==> config.mk <==
export PLATFORM = sky130hd
export DESIGN_NAME = cpu_exception_sequencer
export DESIGN_NICKNAME = d
export VERILOG_FILES = /design/src/exc_pkg.sv /design/src/cpu_exception_sequencer.sv /design/src/exc_frame.sv /design/src/exc_prio.sv
export SDC_FILE = /design/constraint.sdc
export NUM_CORES = 1
export LEC_CHECK = 0
export BUFFER_PORTS_ARGS = -buffer_cell sky130_fd_sc_hd__buf_2
export CAP_MARGIN = 20
export CORE_ASPECT_RATIO = 0.6
export CORE_MARGIN = 2
export CORE_UTILIZATION = 50
export CTS_CLUSTER_SIZE = 30
export DETAILED_ROUTE_END_ITERATION = 8
export PLACE_DENSITY = 0.79
export REMOVE_ABC_BUFFERS = 1
export SYNTH_ARGS = -nofsm -noshare
export SYNTH_HDL_FRONTEND = slang
export SYNTH_HIERARCHICAL = 1
export SYNTH_SLANG_ARGS = --single-unit
export TNS_END_PERCENT = 30
==> constraint.sdc <==
create_clock -name mclk -period 4.4 [get_ports mclk]
set_input_delay 1.32 -clock mclk [delete_from_list [all_inputs] [get_ports mclk]]
set_output_delay 1.32 -clock mclk [all_outputs]
set_load 0.01 [all_outputs]
==> src/exc_pkg.sv <==
// Package of constants and types for the exception sequencer
package exc_pkg;

    // Status register field positions
    localparam int SR_TRACE_HI_BIT  = 15;
    localparam int SR_TRACE_LO_BIT  = 14;
    localparam int SR_SUPER_BIT     = 13;
    localparam int SR_MASTER_BIT    = 12;
    localparam int SR_IPL_LSB       = 8;
    localparam logic [15:0] SR_RESET_VALUE = 16'h2700;
    localparam logic [2:0]  IPL_RESET_MASK = 3'h7;

    // Internally supplied vector numbers
    localparam logic [7:0] VEC_RESET      = 8'h00;
    localparam logic [7:0] VEC_BUS_ERR    = 8'h02;
    localparam logic [7:0] VEC_ADDR_ERR   = 8'h03;
    localparam logic [7:0] VEC_ILLEGAL    = 8'h04;
    localparam logic [7:0] VEC_DIVIDE     = 8'h05;
    localparam logic [7:0] VEC_BOUNDS     = 8'h06;
    localparam logic [7:0] VEC_CONDTRAP   = 8'h07;
    localparam logic [7:0] VEC_PRIVILEGE  = 8'h08;
    localparam logic [7:0] VEC_TRACE      = 8'h09;
    localparam logic [7:0] VEC_BREAKPOINT = 8'h0c;
    localparam logic [7:0] VEC_SW_BASE    = 8'h20;

    // Vector offset shift (number times four)
    localparam int VEC_SHIFT = 2;

    // Frame format codes and frame sizes in 16-bit words
    localparam logic [3:0] FMT_SHORT     = 4'h0;
    localparam logic [3:0] FMT_THROWAWAY = 4'h1;
    localparam logic [3:0] FMT_SIX_WORD  = 4'h2;
    localparam logic [3:0] FMT_MID_INSTR = 4'h9;
    localparam logic [3:0] FMT_BUS_FAULT = 4'ha;
    localparam logic [5:0] WORDS_SHORT     = 6'h04;
    localparam logic [5:0] WORDS_THROWAWAY = 6'h04;
    localparam logic [5:0] WORDS_SIX_WORD  = 6'h06;
    localparam logic [5:0] WORDS_MID_INSTR = 6'h0a;
    localparam logic [5:0] WORDS_BUS_FAULT = 6'h10;

    // Exception classes, ordered by priority
    typedef enum logic [3:0] {
        EXC_NONE      = 4'h0,
        EXC_RESET     = 4'h1,
        EXC_BUS_ERR   = 4'h2,
        EXC_ADDR_ERR  = 4'h3,
        EXC_TRACE     = 4'h4,
        EXC_INTERRUPT = 4'h5,
        EXC_COPROC    = 4'h6,
        EXC_PRIVILEGE = 4'h7,
        EXC_ILLEGAL   = 4'h8,
        EXC_INSTR     = 4'h9,
        EXC_BREAKPT   = 4'ha
    } exc_class_t;

    // Raising instruction selector
    typedef enum logic [2:0] {
        INS_SW_TRAP   = 3'h0,
        INS_CONDTRAP  = 3'h1,
        INS_OVERFLOW  = 3'h2,
        INS_CP_COND   = 3'h3,
        INS_BOUNDS    = 3'h4,
        INS_RANGE     = 3'h5,
        INS_DIVIDE    = 3'h6
    } instr_src_t;

    typedef enum logic [2:0] {
        ST_IDLE   = 3'h0,
        ST_STATUS = 3'h1,
        ST_VECTOR = 3'h2,
        ST_STACK  = 3'h3,
        ST_FETCH  = 3'h4,
        ST_RESUME = 3'h5
    } seq_state_t;

endpackage

==> src/cpu_exception_sequencer.sv <==
// Exception-processing sequencer: status save, vector, stack frame, vector fetch
// Summary of operation
// - External: interrupt, bus error, reset; others internal
// - Trap, check, divide instructions raise exceptions
// - Trace acts as very high priority interrupt
// - Illegal, odd fetch, privilege violation raise exceptions
// - Four ordered steps per exception other than reset
// - Copy status first, then set supervisor, clear trace
// - Reset and interrupt update priority mask
// - Vector from acknowledge, co-processor, or internal
// - Frame size from type and execution point
// - Interrupt with master bit: short master-stack frame
// - Reset clears master bit, reads reset vector
// - Master stack for tasks, interrupt stack otherwise
// - Vector address is base plus number times four
// - Load new program counter, resume execution
// - Co-processor exception response is acknowledged, processed
// - Co-processor privilege check fails in user state
`timescale 1ns/1ps
module cpu_exception_sequencer (
    input  wire logic                   mclk,
    input  wire logic                   rst_n,
    input  wire logic                   reset_req,
    input  wire logic                   bus_err,
    input  wire logic                   addr_err,
    input  wire logic                   odd_fetch,
    input  wire logic                   illegal_instr,
    input  wire logic                   priv_instr,
    input  wire logic                   breakpoint,
    input  wire logic                   trace_pend,
    input  wire logic [2:0]             irq_level,
    input  wire logic                   instr_exc,
    input  exc_pkg::instr_src_t         instr_src,
    input  wire logic [3:0]             sw_trap_num,
    input  wire logic                   coproc_exc,
    input  wire logic [7:0]             coproc_vector,
    input  wire logic                   coproc_priv_chk,
    input  wire logic                   mid_instr,
    input  wire logic [15:0]            sr_in,
    input  wire logic [31:0]            vector_base_pointer,
    input  wire logic                   iack_done,
    input  wire logic [7:0]             iack_vector,
    input  wire logic                   stack_done,
    input  wire logic                   fetch_done,
    input  wire logic [31:0]            fetch_data,
    output logic                        busy,
    output logic [15:0]                 sr_out,
    output logic [15:0]                 sr_saved,
    output logic                        iack_req,
    output logic [2:0]                  iack_level,
    output logic                        coproc_ack,
    output logic                        stack_req,
    output logic                        stack_master,
    output logic                        stack_short_master,
    output logic [3:0]                  frame_format,
    output logic [5:0]                  frame_words,
    output logic [7:0]                  vector_num,
    output logic                        fetch_req,
    output logic [31:0]                 vector_addr,
    output logic [31:0]                 new_pc,
    output logic                        resume,
    output logic                        external_cause
);
    import exc_pkg::*;

    // ------------------------------------------------------------
    // State
    // ------------------------------------------------------------
    typedef struct packed {
        seq_state_t  st;
        exc_class_t  cls;
        logic [15:0] sr;
        logic [15:0] saved;
        logic [7:0]  vec;
        logic [2:0]  lvl;
        logic        iack;
        logic        cpack;
        logic        sreq;
        logic        smaster;
        logic        sshort;
        logic        short_done;
        logic [3:0]  fmt;
        logic [5:0]  words;
        logic        freq;
        logic [31:0] vaddr;
        logic [31:0] pc;
        logic        resume;
        logic        ext;
    } seq_t;

    seq_t cur_ff;
    seq_t nxt_ff;

    exc_class_t  winner;
    logic        priv_any;
    logic        irq_pend;
    logic [3:0]  fr_fmt;
    logic [5:0]  fr_words;
    logic [7:0]  int_vec;

    // ------------------------------------------------------------
    // Cause collection
    // ------------------------------------------------------------
    assign priv_any = priv_instr | (coproc_priv_chk & ~sr_in[SR_SUPER_BIT]);
    // Level seven is taken whatever the mask holds
    assign irq_pend = (irq_level == IPL_RESET_MASK) ||
                      (irq_level > sr_in[SR_IPL_LSB +: 3]);

    // ------------------------------------------------------------
    // Priority and frame selection
    // ------------------------------------------------------------
    exc_prio u_prio (
        .reset_req  (reset_req),
        .bus_err    (bus_err),
        .addr_err   (addr_err | odd_fetch),
        .trace_pend (trace_pend),
        .irq_pend   (irq_pend),
        .coproc_exc (coproc_exc),
        .priv_viol  (priv_any),
        .illegal    (illegal_instr),
        .instr_exc  (instr_exc),
        .breakpoint (breakpoint),
        .winner     (winner)
    );

    exc_frame u_frame (
        .cls       (cur_ff.cls),
        .mid_instr (mid_instr),
        .fmt       (fr_fmt),
        .words     (fr_words)
    );

    // ------------------------------------------------------------
    // Internal vector table
    // ------------------------------------------------------------
    always_comb begin
        int_vec = VEC_ILLEGAL;
        case (cur_ff.cls)
            EXC_RESET:     int_vec = VEC_RESET;
            EXC_BUS_ERR:   int_vec = VEC_BUS_ERR;
            EXC_ADDR_ERR:  int_vec = VEC_ADDR_ERR;
            EXC_TRACE:     int_vec = VEC_TRACE;
            EXC_PRIVILEGE: int_vec = VEC_PRIVILEGE;
            EXC_BREAKPT:   int_vec = VEC_BREAKPOINT;
            EXC_INSTR: begin
                case (instr_src)
                    INS_SW_TRAP:  int_vec = VEC_SW_BASE + {4'h0, sw_trap_num};
                    INS_DIVIDE:   int_vec = VEC_DIVIDE;
                    INS_BOUNDS,
                    INS_RANGE:    int_vec = VEC_BOUNDS;
                    default:      int_vec = VEC_CONDTRAP;
                endcase
            end
            default:       int_vec = VEC_ILLEGAL;
        endcase
    end

    // ------------------------------------------------------------
    // Sequencer
    // ------------------------------------------------------------
    always_comb begin
        nxt_ff        = cur_ff;
        // Pulses last one cycle unless set again
        nxt_ff.cpack  = 1'b0;
        nxt_ff.resume = 1'b0;
        case (cur_ff.st)
            ST_IDLE: begin
                // Causes are looked at only while idle
                if (winner != EXC_NONE) begin
                    nxt_ff.cls   = winner;
                    nxt_ff.lvl   = (winner == EXC_RESET) ? IPL_RESET_MASK : irq_level;
                    nxt_ff.ext   = (winner == EXC_RESET) || (winner == EXC_BUS_ERR) ||
                                   (winner == EXC_INTERRUPT);
                    nxt_ff.cpack = (winner == EXC_COPROC);
                    nxt_ff.saved = sr_in;
                    nxt_ff.sr    = sr_in;
                    nxt_ff.st    = ST_STATUS;
                end
            end

            ST_STATUS: begin
                // Modify only the copy taken on entry
                nxt_ff.sr[SR_SUPER_BIT]    = 1'b1;
                nxt_ff.sr[SR_TRACE_HI_BIT] = 1'b0;
                nxt_ff.sr[SR_TRACE_LO_BIT] = 1'b0;
                if (cur_ff.cls == EXC_RESET || cur_ff.cls == EXC_INTERRUPT) begin
                    nxt_ff.sr[SR_IPL_LSB +: 3] = cur_ff.lvl;
                end
                if (cur_ff.cls == EXC_RESET) begin
                    nxt_ff.sr[SR_MASTER_BIT] = 1'b0;
                end
                if (cur_ff.cls == EXC_INTERRUPT) begin
                    nxt_ff.iack = 1'b1;
                end
                nxt_ff.st = ST_VECTOR;
            end

            ST_VECTOR: begin
                if (cur_ff.cls == EXC_INTERRUPT) begin
                    if (iack_done) begin
                        nxt_ff.iack = 1'b0;
                        nxt_ff.vec  = iack_vector;
                        nxt_ff.st   = ST_STACK;
                    end
                end else begin
                    nxt_ff.vec = (cur_ff.cls == EXC_COPROC) ? coproc_vector : int_vec;
                    // Reset builds no frame and goes to the vector fetch
                    nxt_ff.st  = (cur_ff.cls == EXC_RESET) ? ST_FETCH : ST_STACK;
                end
                nxt_ff.short_done = 1'b0;
            end

            ST_STACK: begin
                // Interrupt on master stack: marker frame there first
                if (!cur_ff.sreq) begin
                    nxt_ff.sreq = 1'b1;
                    if (cur_ff.cls == EXC_INTERRUPT && cur_ff.sr[SR_MASTER_BIT] &&
                        !cur_ff.short_done) begin
                        nxt_ff.smaster = 1'b1;
                        nxt_ff.sshort  = 1'b1;
                        nxt_ff.fmt     = FMT_THROWAWAY;
                        nxt_ff.words   = WORDS_THROWAWAY;
                    end else begin
                        nxt_ff.smaster = cur_ff.sr[SR_MASTER_BIT];
                        nxt_ff.sshort  = 1'b0;
                        nxt_ff.fmt     = fr_fmt;
                        nxt_ff.words   = fr_words;
                    end
                end else if (stack_done) begin
                    nxt_ff.sreq = 1'b0;
                    if (cur_ff.sshort) begin
                        nxt_ff.sr[SR_MASTER_BIT] = 1'b0;
                        nxt_ff.short_done        = 1'b1;
                    end else begin
                        nxt_ff.st = ST_FETCH;
                    end
                end
            end

            ST_FETCH: begin
                // Address and request are registered on the same edge
                nxt_ff.vaddr = vector_base_pointer + (32'(cur_ff.vec) << VEC_SHIFT);
                nxt_ff.freq  = 1'b1;
                if (cur_ff.freq && fetch_done) begin
                    nxt_ff.freq = 1'b0;
                    nxt_ff.pc   = fetch_data;
                    nxt_ff.st   = ST_RESUME;
                end
            end

            ST_RESUME: begin
                // Idle on the next edge; a new cause may be taken on the edge after
                nxt_ff.resume = 1'b1;
                nxt_ff.st     = ST_IDLE;
            end

            default: begin
                nxt_ff.st = ST_IDLE;
            end
        endcase
    end

    // ------------------------------------------------------------
    // Registers
    // ------------------------------------------------------------
    always_ff @(posedge mclk) begin
        if (!rst_n) begin
            // All cleared, then the named fields take reset values
            cur_ff       <= '0;
            cur_ff.st    <= ST_IDLE;
            cur_ff.cls   <= EXC_NONE;
            cur_ff.sr    <= SR_RESET_VALUE;
            cur_ff.saved <= SR_RESET_VALUE;
        end else begin
            cur_ff <= nxt_ff;
        end
    end

    // ------------------------------------------------------------
    // Outputs
    // ------------------------------------------------------------
    assign busy               = (cur_ff.st != ST_IDLE);
    assign sr_out             = cur_ff.sr;
    assign sr_saved           = cur_ff.saved;
    assign iack_req           = cur_ff.iack;
    assign iack_level         = cur_ff.lvl;
    assign coproc_ack         = cur_ff.cpack;
    assign stack_req          = cur_ff.sreq;
    assign stack_master       = cur_ff.smaster;
    assign stack_short_master = cur_ff.sshort;
    assign frame_format       = cur_ff.fmt;
    assign frame_words        = cur_ff.words;
    assign vector_num         = cur_ff.vec;
    assign fetch_req          = cur_ff.freq;
    assign vector_addr        = cur_ff.vaddr;
    assign new_pc             = cur_ff.pc;
    assign resume             = cur_ff.resume;
    assign external_cause     = cur_ff.ext;
endmodule

==> src/exc_frame.sv <==
// Stack frame format and size selection
`timescale 1ns/1ps
module exc_frame (
    input  exc_pkg::exc_class_t         cls,
    input  wire logic                   mid_instr,
    output logic [3:0]                  fmt,
    output logic [5:0]                  words
);
    import exc_pkg::*;

    always_comb begin
        case (cls)
            EXC_BUS_ERR, EXC_ADDR_ERR: begin
                fmt   = FMT_BUS_FAULT;
                words = WORDS_BUS_FAULT;
            end
            EXC_INSTR, EXC_TRACE, EXC_COPROC: begin
                fmt   = mid_instr ? FMT_MID_INSTR : FMT_SIX_WORD;
                words = mid_instr ? WORDS_MID_INSTR : WORDS_SIX_WORD;
            end
            default: begin
                fmt   = FMT_SHORT;
                words = WORDS_SHORT;
            end
        endcase
    end
endmodule

==> src/exc_prio.sv <==
// Fixed-priority selection of pending exception causes
`timescale 1ns/1ps
module exc_prio (
    input  wire logic                   reset_req,
    input  wire logic                   bus_err,
    input  wire logic                   addr_err,
    input  wire logic                   trace_pend,
    input  wire logic                   irq_pend,
    input  wire logic                   coproc_exc,
    input  wire logic                   priv_viol,
    input  wire logic                   illegal,
    input  wire logic                   instr_exc,
    input  wire logic                   breakpoint,
    output exc_pkg::exc_class_t         winner
);
    import exc_pkg::*;

    always_comb begin
        if (reset_req) begin
            winner = EXC_RESET;
        end else if (bus_err) begin
            winner = EXC_BUS_ERR;
        end else if (addr_err) begin
            winner = EXC_ADDR_ERR;
        end else if (trace_pend) begin
            winner = EXC_TRACE;
        end else if (irq_pend) begin
            winner = EXC_INTERRUPT;
        end else if (coproc_exc) begin
            winner = EXC_COPROC;
        end else if (priv_viol) begin
            winner = EXC_PRIVILEGE;
        end else if (illegal) begin
            winner = EXC_ILLEGAL;
        end else if (instr_exc) begin
            winner = EXC_INSTR;
        end else if (breakpoint) begin
            winner = EXC_BREAKPT;
        end else begin
            winner = EXC_NONE;
        end
    end
endmodule
* After elaboration in Yosys (flattened, before gate mapping)
Index checks and enable logic that the tools add are counted.
** Operators by class
- Mux-type cells :: 51
- Reductions and logical operators :: 30
- Order comparisons :: 1
- Equal/unequal tests :: 35
- $mul :: 0
- Shifts and indexed selects :: 0
- Bitwise operators :: 5
- Add/sub/neg operators :: 2
- Div/mod/pow operators :: 0
** Operator list (number)
- $pmux W7 S7 :: 1
- $mux W4 :: 12
- $mux W39 :: 1
- $add A32 B10 Y32 :: 1
- $mux W3 :: 9
- $eq A4 B3 Y1 const B :: 6
- $mux W8 :: 3
- $ne A2 B2 Y1 const B :: 12
- $pmux W7 S3 :: 1
- $eq A3 B3 Y1 const B :: 6
- $pmux W3 S5 :: 1
- $mux W1 :: 14
- $eq A4 B2 Y1 const B :: 3
- $pmux W3 S2 :: 2
- $pmux W6 S2 :: 1
- $reduce_and A6 Y1 :: 2
- $mux W10 :: 1
- $reduce_and A2 Y1 :: 5
- $eq A4 B1 Y1 const B :: 2
- $eq A4 B4 Y1 const B :: 2
- $pmux W4 S2 :: 1
- $reduce_and A4 Y1 :: 2
- $add A6 B4 Y7 const A :: 1
- $eq A3 B2 Y1 const B :: 2
- other kinds (19) :: 33
** Word-level totals
- Input port bits :: 123
- Bits in read-only memories :: 0
- Memories kept :: 0
- Flip-flop bits (word level) :: 133
- Memory bits (writable) :: 0
- Latch bits :: 0

* Depth between registers and ports, before layout
Gate-level depths: netlist of run 1.
- Word-level depth :: 13
- Depth in mapped cells :: 15
- Mapped depth without buffers :: 15

* Cells and area by module
Netlist of run 1, hierarchy kept.
** By module, submodules not included
- cpu_exception_sequencer :: cells each 809, instances 1, area an instance 6650.1 um^2
- exc_frame :: cells each 18, instances 1, area an instance 138.9 um^2
- exc_prio :: cells each 15, instances 1, area an instance 90.1 um^2

* Worst setup path after synthesis of run 1
No wires, ideal clock.
- Path kind :: input-to-reg
- Start point :: input sr_in[9]
- End point :: register cur_ff[128] (netlist name)
- Slack :: 0.592 ns
- Cell stages on the path :: 13
- Arrival time :: 3.733 ns
- Path buffers :: 1
- Cell sequence :: inv_1 > ha_1 > a21o_1 > a21oi_1 > a31oi_1 > a31o_2 > a221oi_1 > o31ai_1 > or4_1 > nand2_1 > buf_2 > nand2_1 > a21boi_0
** On the way
- Cells in the longest elaborated chain, start to end :: 9
** Ends and longest elaborated chain
- start, declared :: line cpu_exception_sequencer.sv:39 : input wire logic [15:0] sr_in,
- $gt A3 B3 Y1 :: line cpu_exception_sequencer.sv:107 : (irq_level > sr_in[SR_IPL_LSB +: 3]);
- $logic_or A1 B1 Y1 :: line cpu_exception_sequencer.sv:106 : assign irq_pend = (irq_level == IPL_RESET_MASK) ||
- named net irq_pend :: line cpu_exception_sequencer.sv:96 : logic irq_pend;
- $mux W4 :: line exc_prio.sv:27 : end else if (irq_pend) begin
- $mux W4 :: line exc_prio.sv:25 : end else if (trace_pend) begin
- $mux W4 :: line exc_prio.sv:23 : end else if (addr_err) begin
- $mux W4 :: line exc_prio.sv:21 : end else if (bus_err) begin
- $mux W4 :: line exc_prio.sv:19 : if (reset_req) begin
- named net winner[0] :: line cpu_exception_sequencer.sv:94 : exc_class_t winner;
- $reduce_bool A4 Y1 :: line cpu_exception_sequencer.sv:169 : if (winner != EXC_NONE) begin
- $reduce_and A2 Y1 (no line)
The timed path passes the listed nets, and every way through them passes these cells.
A chain may end at the register's enable or synchronous reset.

* Worst setup path after layout of run 1
- Start point :: input sr_in[9]
- End point :: register cur_ff, in the netlist sr_out[5]
** On the way
- Cells in the longest elaborated chain, start to end :: 9
** Ends and longest elaborated chain
- $gt A3 B3 Y1 :: line cpu_exception_sequencer.sv:107
- $logic_or A1 B1 Y1 :: line cpu_exception_sequencer.sv:106
- named net irq_pend :: line cpu_exception_sequencer.sv:96
- $mux W4 :: line exc_prio.sv:27
- $mux W4 :: line exc_prio.sv:25
- $mux W4 :: line exc_prio.sv:23
- $mux W4 :: line exc_prio.sv:21
- $mux W4 :: line exc_prio.sv:19
- named net winner[0] :: line cpu_exception_sequencer.sv:94
- $reduce_bool A4 Y1 :: line cpu_exception_sequencer.sv:169
- $reduce_and A2 Y1 (no line)
- end signal, assigned :: line cpu_exception_sequencer.sv:275 : cur_ff <= nxt_ff;
- end, declared :: line cpu_exception_sequencer.sv:91 : seq_t cur_ff;
The timed path passes the listed nets, and every way through them passes these cells.

==> results of run 1 <==
## state kept, by name, summed over array words and instances (netlist names)
name / count
cur_ff: 8
new_pc: 32
fetch_req: 1
coproc_ack: 1
vector_num: 8
iack_req: 1
iack_level: 3
vector_addr: 32
stack_master: 1
frame_words: 6
frame_format: 4
sr_saved: 8
resume: 1
stack_short_master: 1
sr_out: 15
stack_req: 1
external_cause: 1
## cell families (layout without fill, tap and decap cells)
kind of cell / count (synthesis) / count (layout) / share of synthesized area (%)
adder cells (fa/ha/maj): 12 / 12 / 2.29
XOR/XNOR: 24 / 24 / 3.06
other: 1 / 4 / 0.0545
flip-flops: 124 / 124 / 36.1
AO/OA/AOI/OAI: 225 / 225 / 22.0
AND/OR/NAND/NOR: 268 / 268 / 18.8
multiplexers: 2 / 2 / 0.309
buffers and inverters: 186 / 306 / 17.3
## cell usage after synthesis, drive strengths merged, types with 5 or more instances
library cell	count
a21boi	60
a21o	5
a21oi	48
a22oi	16
and2	9
and3	6
buf	137
clkbuf	29
dfxtp	124
ha	11
inv	20
nand2	142
nand3	20
nand4	6
nor2	22
nor2b	19
nor3	14
o211a	5
o211ai	15
o21ai	42
xor2	21
## power by group through the flow
stage	combinational (mW)	sequential [mW]	clock, mW
final	1.17	1.46	1.44
after global routing	1.30	1.49	1.52
after CTS	1.17	1.46	1.47
after detailed placement	1.17	1.48	0
after global placement	1.15	1.48	0
after floorplan	0.611	1.54	0
## final cells by class
class,count,share of cell area [%]
multi-input cells,534,40.7
clock inverters,13,2.09
repair buffers,254,16.3
well taps,175,2.78
clock buffers,19,5.62
inverters,20,0.952
diodes,1,0.0317
flip-flops and latches,124,31.5
## critical path: stages
cell and delay (ps):
buf_2 90, inv_1 50, ha_1 280, a21o_1 180
a21oi_1 140, a31oi_1 50, a31o_2 250, a221oi_1 250
o31ai_1 210, or4_1 650, nand2_1 230, buf_4 270
nand2_1 80, a21boi_0 180
## metal layers
metal	vias to the layer above	wire length [um]	GRT usage, %
li1	3010	-	-
met1	2776	8390	30.9
met5	-	18	0
met3	21	998	6.01
met2	185	7580	35.4
met4	2	185	5.58
## path summary, 6_finish.rpt
| kind | from | to | slack (ps) | cells after the start |
|---|---|---|---|---|
| worst max-delay path | sr_in[9] | sr_out[5] | 480 | 14 |
| worst min-delay path | new_pc[10] | new_pc[10] | 450 | 2 |
| worst max register to register | cur_ff[132] | new_pc[25] | 1810 | 5 |
| worst min register to register | new_pc[10] | new_pc[10] | 450 | 2 |
## metrics by stage
stage	instance area (um2)	power, mW	utilization, %
2_1_floorplan	5770	2.15	-
3_3_place_gp	7280	2.63	53.7
3_5_place_dp	7280	2.65	53.7
4_1_cts	7890	4.10	58.2
5_1_grt	7890	4.31	58.2
6_report	7890	4.08	58.2
==> impl_metrics.csv, run 1 <==
group,metric,value,unit
clock_tree,post_cts_buffers,0,
placed_design,dp_hpwl,12.6,mm
layout,nets,1086,
layout,layoutNonFillerInstCount,1140,
setup_path,cp-start-kind,"primary input",
timing,finalSetupTns,0,ps
timing,setup_viol_count_final,0,
layout,drive_gt1_share,31.3,%
drt,vias,5994,
power_and_ir_drop,vdd_ir_drop_max,0.277,mV
synthesis,synth_cell_types,70,
layout,multi_input_area,3210,um2
clock_tree,cts_root_buf,"clkbuf_16",
power_and_ir_drop,power_density,517,nW/um2
drt,drt_iter0_drc,413,
drt,ant_nets,0,
die,die_h,94.9,um
timing,fin_hold_ws,450,ps
clock_tree,hold_buffers,0,
timing,clock.fmax,255,MHz
global_route,grt_pass1_wl,26.5,mm
power_and_ir_drop,pwr-share-seq,35.9,%
worst_hold_path,hold_path.class,"reg -> reg",
clock_tree,numCtsBuffers,17,
synthesis,synth_seq_cells,124,
global_route,grt_pass1_vias,5369,
setup_path,arrival,4250,ps
clock_tree,cts_htree_levels,4,
clock_tree,worstSkewPairLatency,410,ps
layout,final_common_cell,"buf_2",
drt,drc_errors,0,
clock_tree,path_clk_slew,60,ps
placed_design,dp_slack,89.3,ps
setup_path,crit_fanout,19,
synthesis,synth_edf_count,0,
power_and_ir_drop,power.internal,2.68,mW
synthesis,yosysWarnings,6,
clock_tree,cts_resized,0,
drt,wirelength,17.2,mm
timing,report.final.slew_viol_count,0,
job,max-cap-violations,0,
setup_path,endpoint_kind,"flip-flop",
timing,rsz0062_at_grt,"false",
run_status,status,"finished, final reports clean",
placed_design,gp_congestion,0.895,
clock_tree,cts_buffer_depth,2,
power_and_ir_drop,clkPwrFrac,35.3,%
timing,finalHoldViolCount,0,
clock_tree,cts_sinks,124,
power_and_ir_drop,combPwrFrac,28.8,%
die,coreArea,13500,um2
layout,final.fill_count,1262,
timing,final.period_utilization,89.0,%
timing,maxSlewHeadroom,29.1,%
synthesis,syn_avg_cell_area,8.17,um2
die,io_pins,249,
layout,regArea,2480,um2
timing,fin_skew,9.46,ps
layout,syn2layout_area_growth,14.7,%
drt,viasPerCell,5.26,
setup_path,cp.required,4730,ps
synthesis,syn_inst,842,
clock_tree,cts_tree,"built",
power_and_ir_drop,p_sw,1.39,mW
global_route,grtUsageTotal,22.5,%
synthesis,synth_top_area_cell,"dfxtp_1",
global_route,antenna_found_initial,1,
timing,worst_slack,482,ps
synthesis,syn_area,6880,um2
die,start_util,50.8,%
global_route,overflow,0,
synthesis,ys_async_sr_fraction,0,%
synthesis,ys_top_cells_by_area,"dfxtp_1, buf_4, nand2_1",
synthesis,yosysSeqAreaShare,36.1,%
drt,firstDrtPassIters,4,
synthesis,synth_ff_type,"dfxtp_1",
power_and_ir_drop,p_sw_share,34.1,%
power_and_ir_drop,leakagePower,3.62,nW
die,die-area,14700,um2
synthesis,yosysTopAreaCellShare,36.1,%
setup_path,worstSetupPathType,"in -> reg",
global_route,grt_max_degree,100,
timing,period_needed,3920,ps
placed_design,io_buffers,248,
layout,final_cell_mix,"buf_2, nand2_1, dfxtp_1",
drt,routedWlPerCell,15.1,um
die,die_x,155,um
timing,worst_slew_pin_slew,1060,ps
placed_design,dp.cells,1107,
die,placementRows,33,
Note: power is estimated with default switching activity, not from simulation.
==> run 2: changes to the inputs <==
--- a/config.mk
+++ b/config.mk
@@ -12,6 +12,7 @@
 export CORE_UTILIZATION = 50
 export CTS_CLUSTER_SIZE = 30
 export DETAILED_ROUTE_END_ITERATION = 8
+export MAX_ROUTING_LAYER = met4
 export PLACE_DENSITY = 0.79
 export REMOVE_ABC_BUFFERS = 1
 export SYNTH_ARGS = -nofsm -noshare
==> run 2 against run 1 <==
First-iteration DRC count fell by 21%. Routed wire length up 0.23%. Via count down 0.10%. Sequential share of layout area about the same. Fmax is essentially flat. Clock power about the same. Power barely moved. Critical path depth is the same. Hold slack got worse by 0.72 ps. Combinational power barely moved. Critical path type unchanged. Critical endpoint unchanged. Highest routed layer is now met4.
==> impl_metrics.csv, run 2 (synthesis results as in run 1) <==
group,metric,value,unit
run_status,status,"finished, final reports clean",
drt,drt_iter0_drc,325,
setup_path,arrival,4240,ps
global_route,antenna_found_initial,1,
power_and_ir_drop,pwr-share-seq,35.9,%
setup_path,r2r_start,"cur_ff[132]",
drt,routedWlPerCell,15.1,um
clock_tree,post_cts_buffers,0,
job,max-cap-violations,0,
drt,vias,5988,
setup_path,r2r_end,"new_pc[25]",
drt,wirelength,17.2,mm
drt,ant_nets,0,
setup_path,cp.required,4730,ps
setup_path,rrSetupSlack,1820,ps
setup_path,endpoint_kind,"flip-flop",
timing,final.period_utilization,89.0,%
power_and_ir_drop,clkPwrFrac,35.3,%
timing,finalHoldViolCount,0,
placed_design,gp_congestion,0.910,
power_and_ir_drop,p_sw_share,34.2,%
timing,fin_skew,9.50,ps
die,die-area,14700,um2
clock_tree,cts_root_buf,"clkbuf_16",
die,coreArea,13500,um2
die,start_util,50.8,%
die,placementRows,33,
clock_tree,cts_buffer_depth,2,
layout,layoutNonFillerInstCount,1141,
global_route,grtUsageTotal,23.2,%
die,die_h,94.9,um
placed_design,dp_hpwl,12.6,mm
drt,viasPerCell,5.25,
timing,finalSetupTns,0,ps
setup_path,ff2ff_path_depth,5,
die,io_pins,249,
timing,worst_slew_pin_slew,1060,ps
clock_tree,numCtsBuffers,17,
setup_path,crit_fanout,19,
timing,maxSlewHeadroom,29.5,%
timing,period_needed,3920,ps
drt,drc_errors,0,
setup_path,cp-endpoint,"sr_out[5]",
power_and_ir_drop,p_sw,1.39,mW
timing,clock.fmax,255,MHz
timing,report.final.slew_viol_count,0,
worst_hold_path,hold_path.class,"reg -> reg",
layout,nets,1086,
placed_design,dp.cells,1107,
clock_tree,cts_resized,0,
layout,drive_gt1_share,31.3,%
layout,syn2layout_area_growth,14.7,%
power_and_ir_drop,combPwrFrac,28.8,%
clock_tree,worstSkewPairLatency,410,ps
global_route,overflow,0,
layout,final_cell_mix,"buf_2, nand2_1, dfxtp_1",
clock_tree,cts_htree_levels,4,
global_route,grt_pass1_vias,5363,
clock_tree,cts_sinks,124,
global_route,grt_pass1_wl,26.5,mm
power_and_ir_drop,leakagePower,3.62,nW
die,die_x,155,um
setup_path,worstSetupPathType,"in -> reg",
setup_path,startpoint,"sr_in[9]",
timing,setup_viol_count_final,0,
layout,final_common_cell,"buf_2",
placed_design,io_buffers,248,
clock_tree,cts_tree,"built",
setup_path,cp-start-kind,"primary input",
power_and_ir_drop,vdd_ir_drop_max,0.278,mV
global_route,grt_max_degree,100,
power_and_ir_drop,power.internal,2.68,mW
timing,rsz0062_at_grt,"false",
power_and_ir_drop,power_density,517,nW/um2
clock_tree,hold_buffers,0,
clock_tree,path_clk_slew,60,ps
drt,firstDrtPassIters,5,
## run 2: metrics by stage
stage / power, mW / area, um2 / utilization (%) / worst slack, ps / hold slack (ps)
2_1_floorplan: 2.15 / 5770 / - / 396 / 479
3_3_place_gp: 2.63 / 7280 / 53.7 / 244 / 442
3_5_place_dp: 2.65 / 7280 / 53.7 / 89.3 / 443
4_1_cts: 4.10 / 7890 / 58.2 / 526 / 451
5_1_grt: 4.31 / 7890 / 58.2 / 236 / 471
6_report: 4.08 / 7890 / 58.3 / 485 / 450
## run 2: power groups by stage
stage	Clock, mW	Sequential (mW)	Combinational (mW)
after floorplan	0	1.54	0.611
after global placement	0	1.48	1.15
after detailed placement	0	1.48	1.17
after CTS	1.47	1.46	1.17
after global routing	1.52	1.49	1.30
final	1.44	1.46	1.17
## run 2: cell type report
| cell class | count | area [um2] |
|---|---|---|
| inverter | 20 | 75.1 |
| antenna | 2 | 5.00 |
| clock buffer | 19 | 443 |
| clock inverter | 13 | 165 |
| multi-input combinational | 534 | 3210 |
| fill | 1261 | 5650 |
| tap | 175 | 219 |
| sequential | 124 | 2480 |
| timing repair buffer | 254 | 1290 |
## run 2: worst max-delay path, cell delays in order
cell	delay [ps]
buf_2	90
inv_1	50
ha_1	280
a21o_1	180
a21oi_1	140
a31oi_1	50
a31o_2	250
a221oi_1	250
o31ai_1	210
or4_1	650
nand2_1	230
buf_4	270
nand2_1	80
a21boi_0	180
## run 2: how the worst min path moves through the flow
stage	startpoint	end	slack (ps)	depth (start not counted)
2_1_floorplan	new_pc[10]	new_pc[10]	480	2
3_3_place_gp	new_pc[10]	new_pc[10]	440	2
3_5_place_dp	new_pc[10]	new_pc[10]	440	2
4_1_cts	new_pc[10]	new_pc[10]	450	2
5_1_grt	new_pc[10]	new_pc[10]	470	2
6_report	new_pc[10]	new_pc[10]	450	2
## run 2: layer usage
metal / GRT usage, % / vias to the layer above / part of all wire (%)
li1: - / 3009 / -
met1: 31.4 / 2758 / 49
met2: 35.5 / 200 / 44
met3: 5.32 / 21 / 5.8
met4: 5.58 / 0 / 1.1
met5: - / - / 0
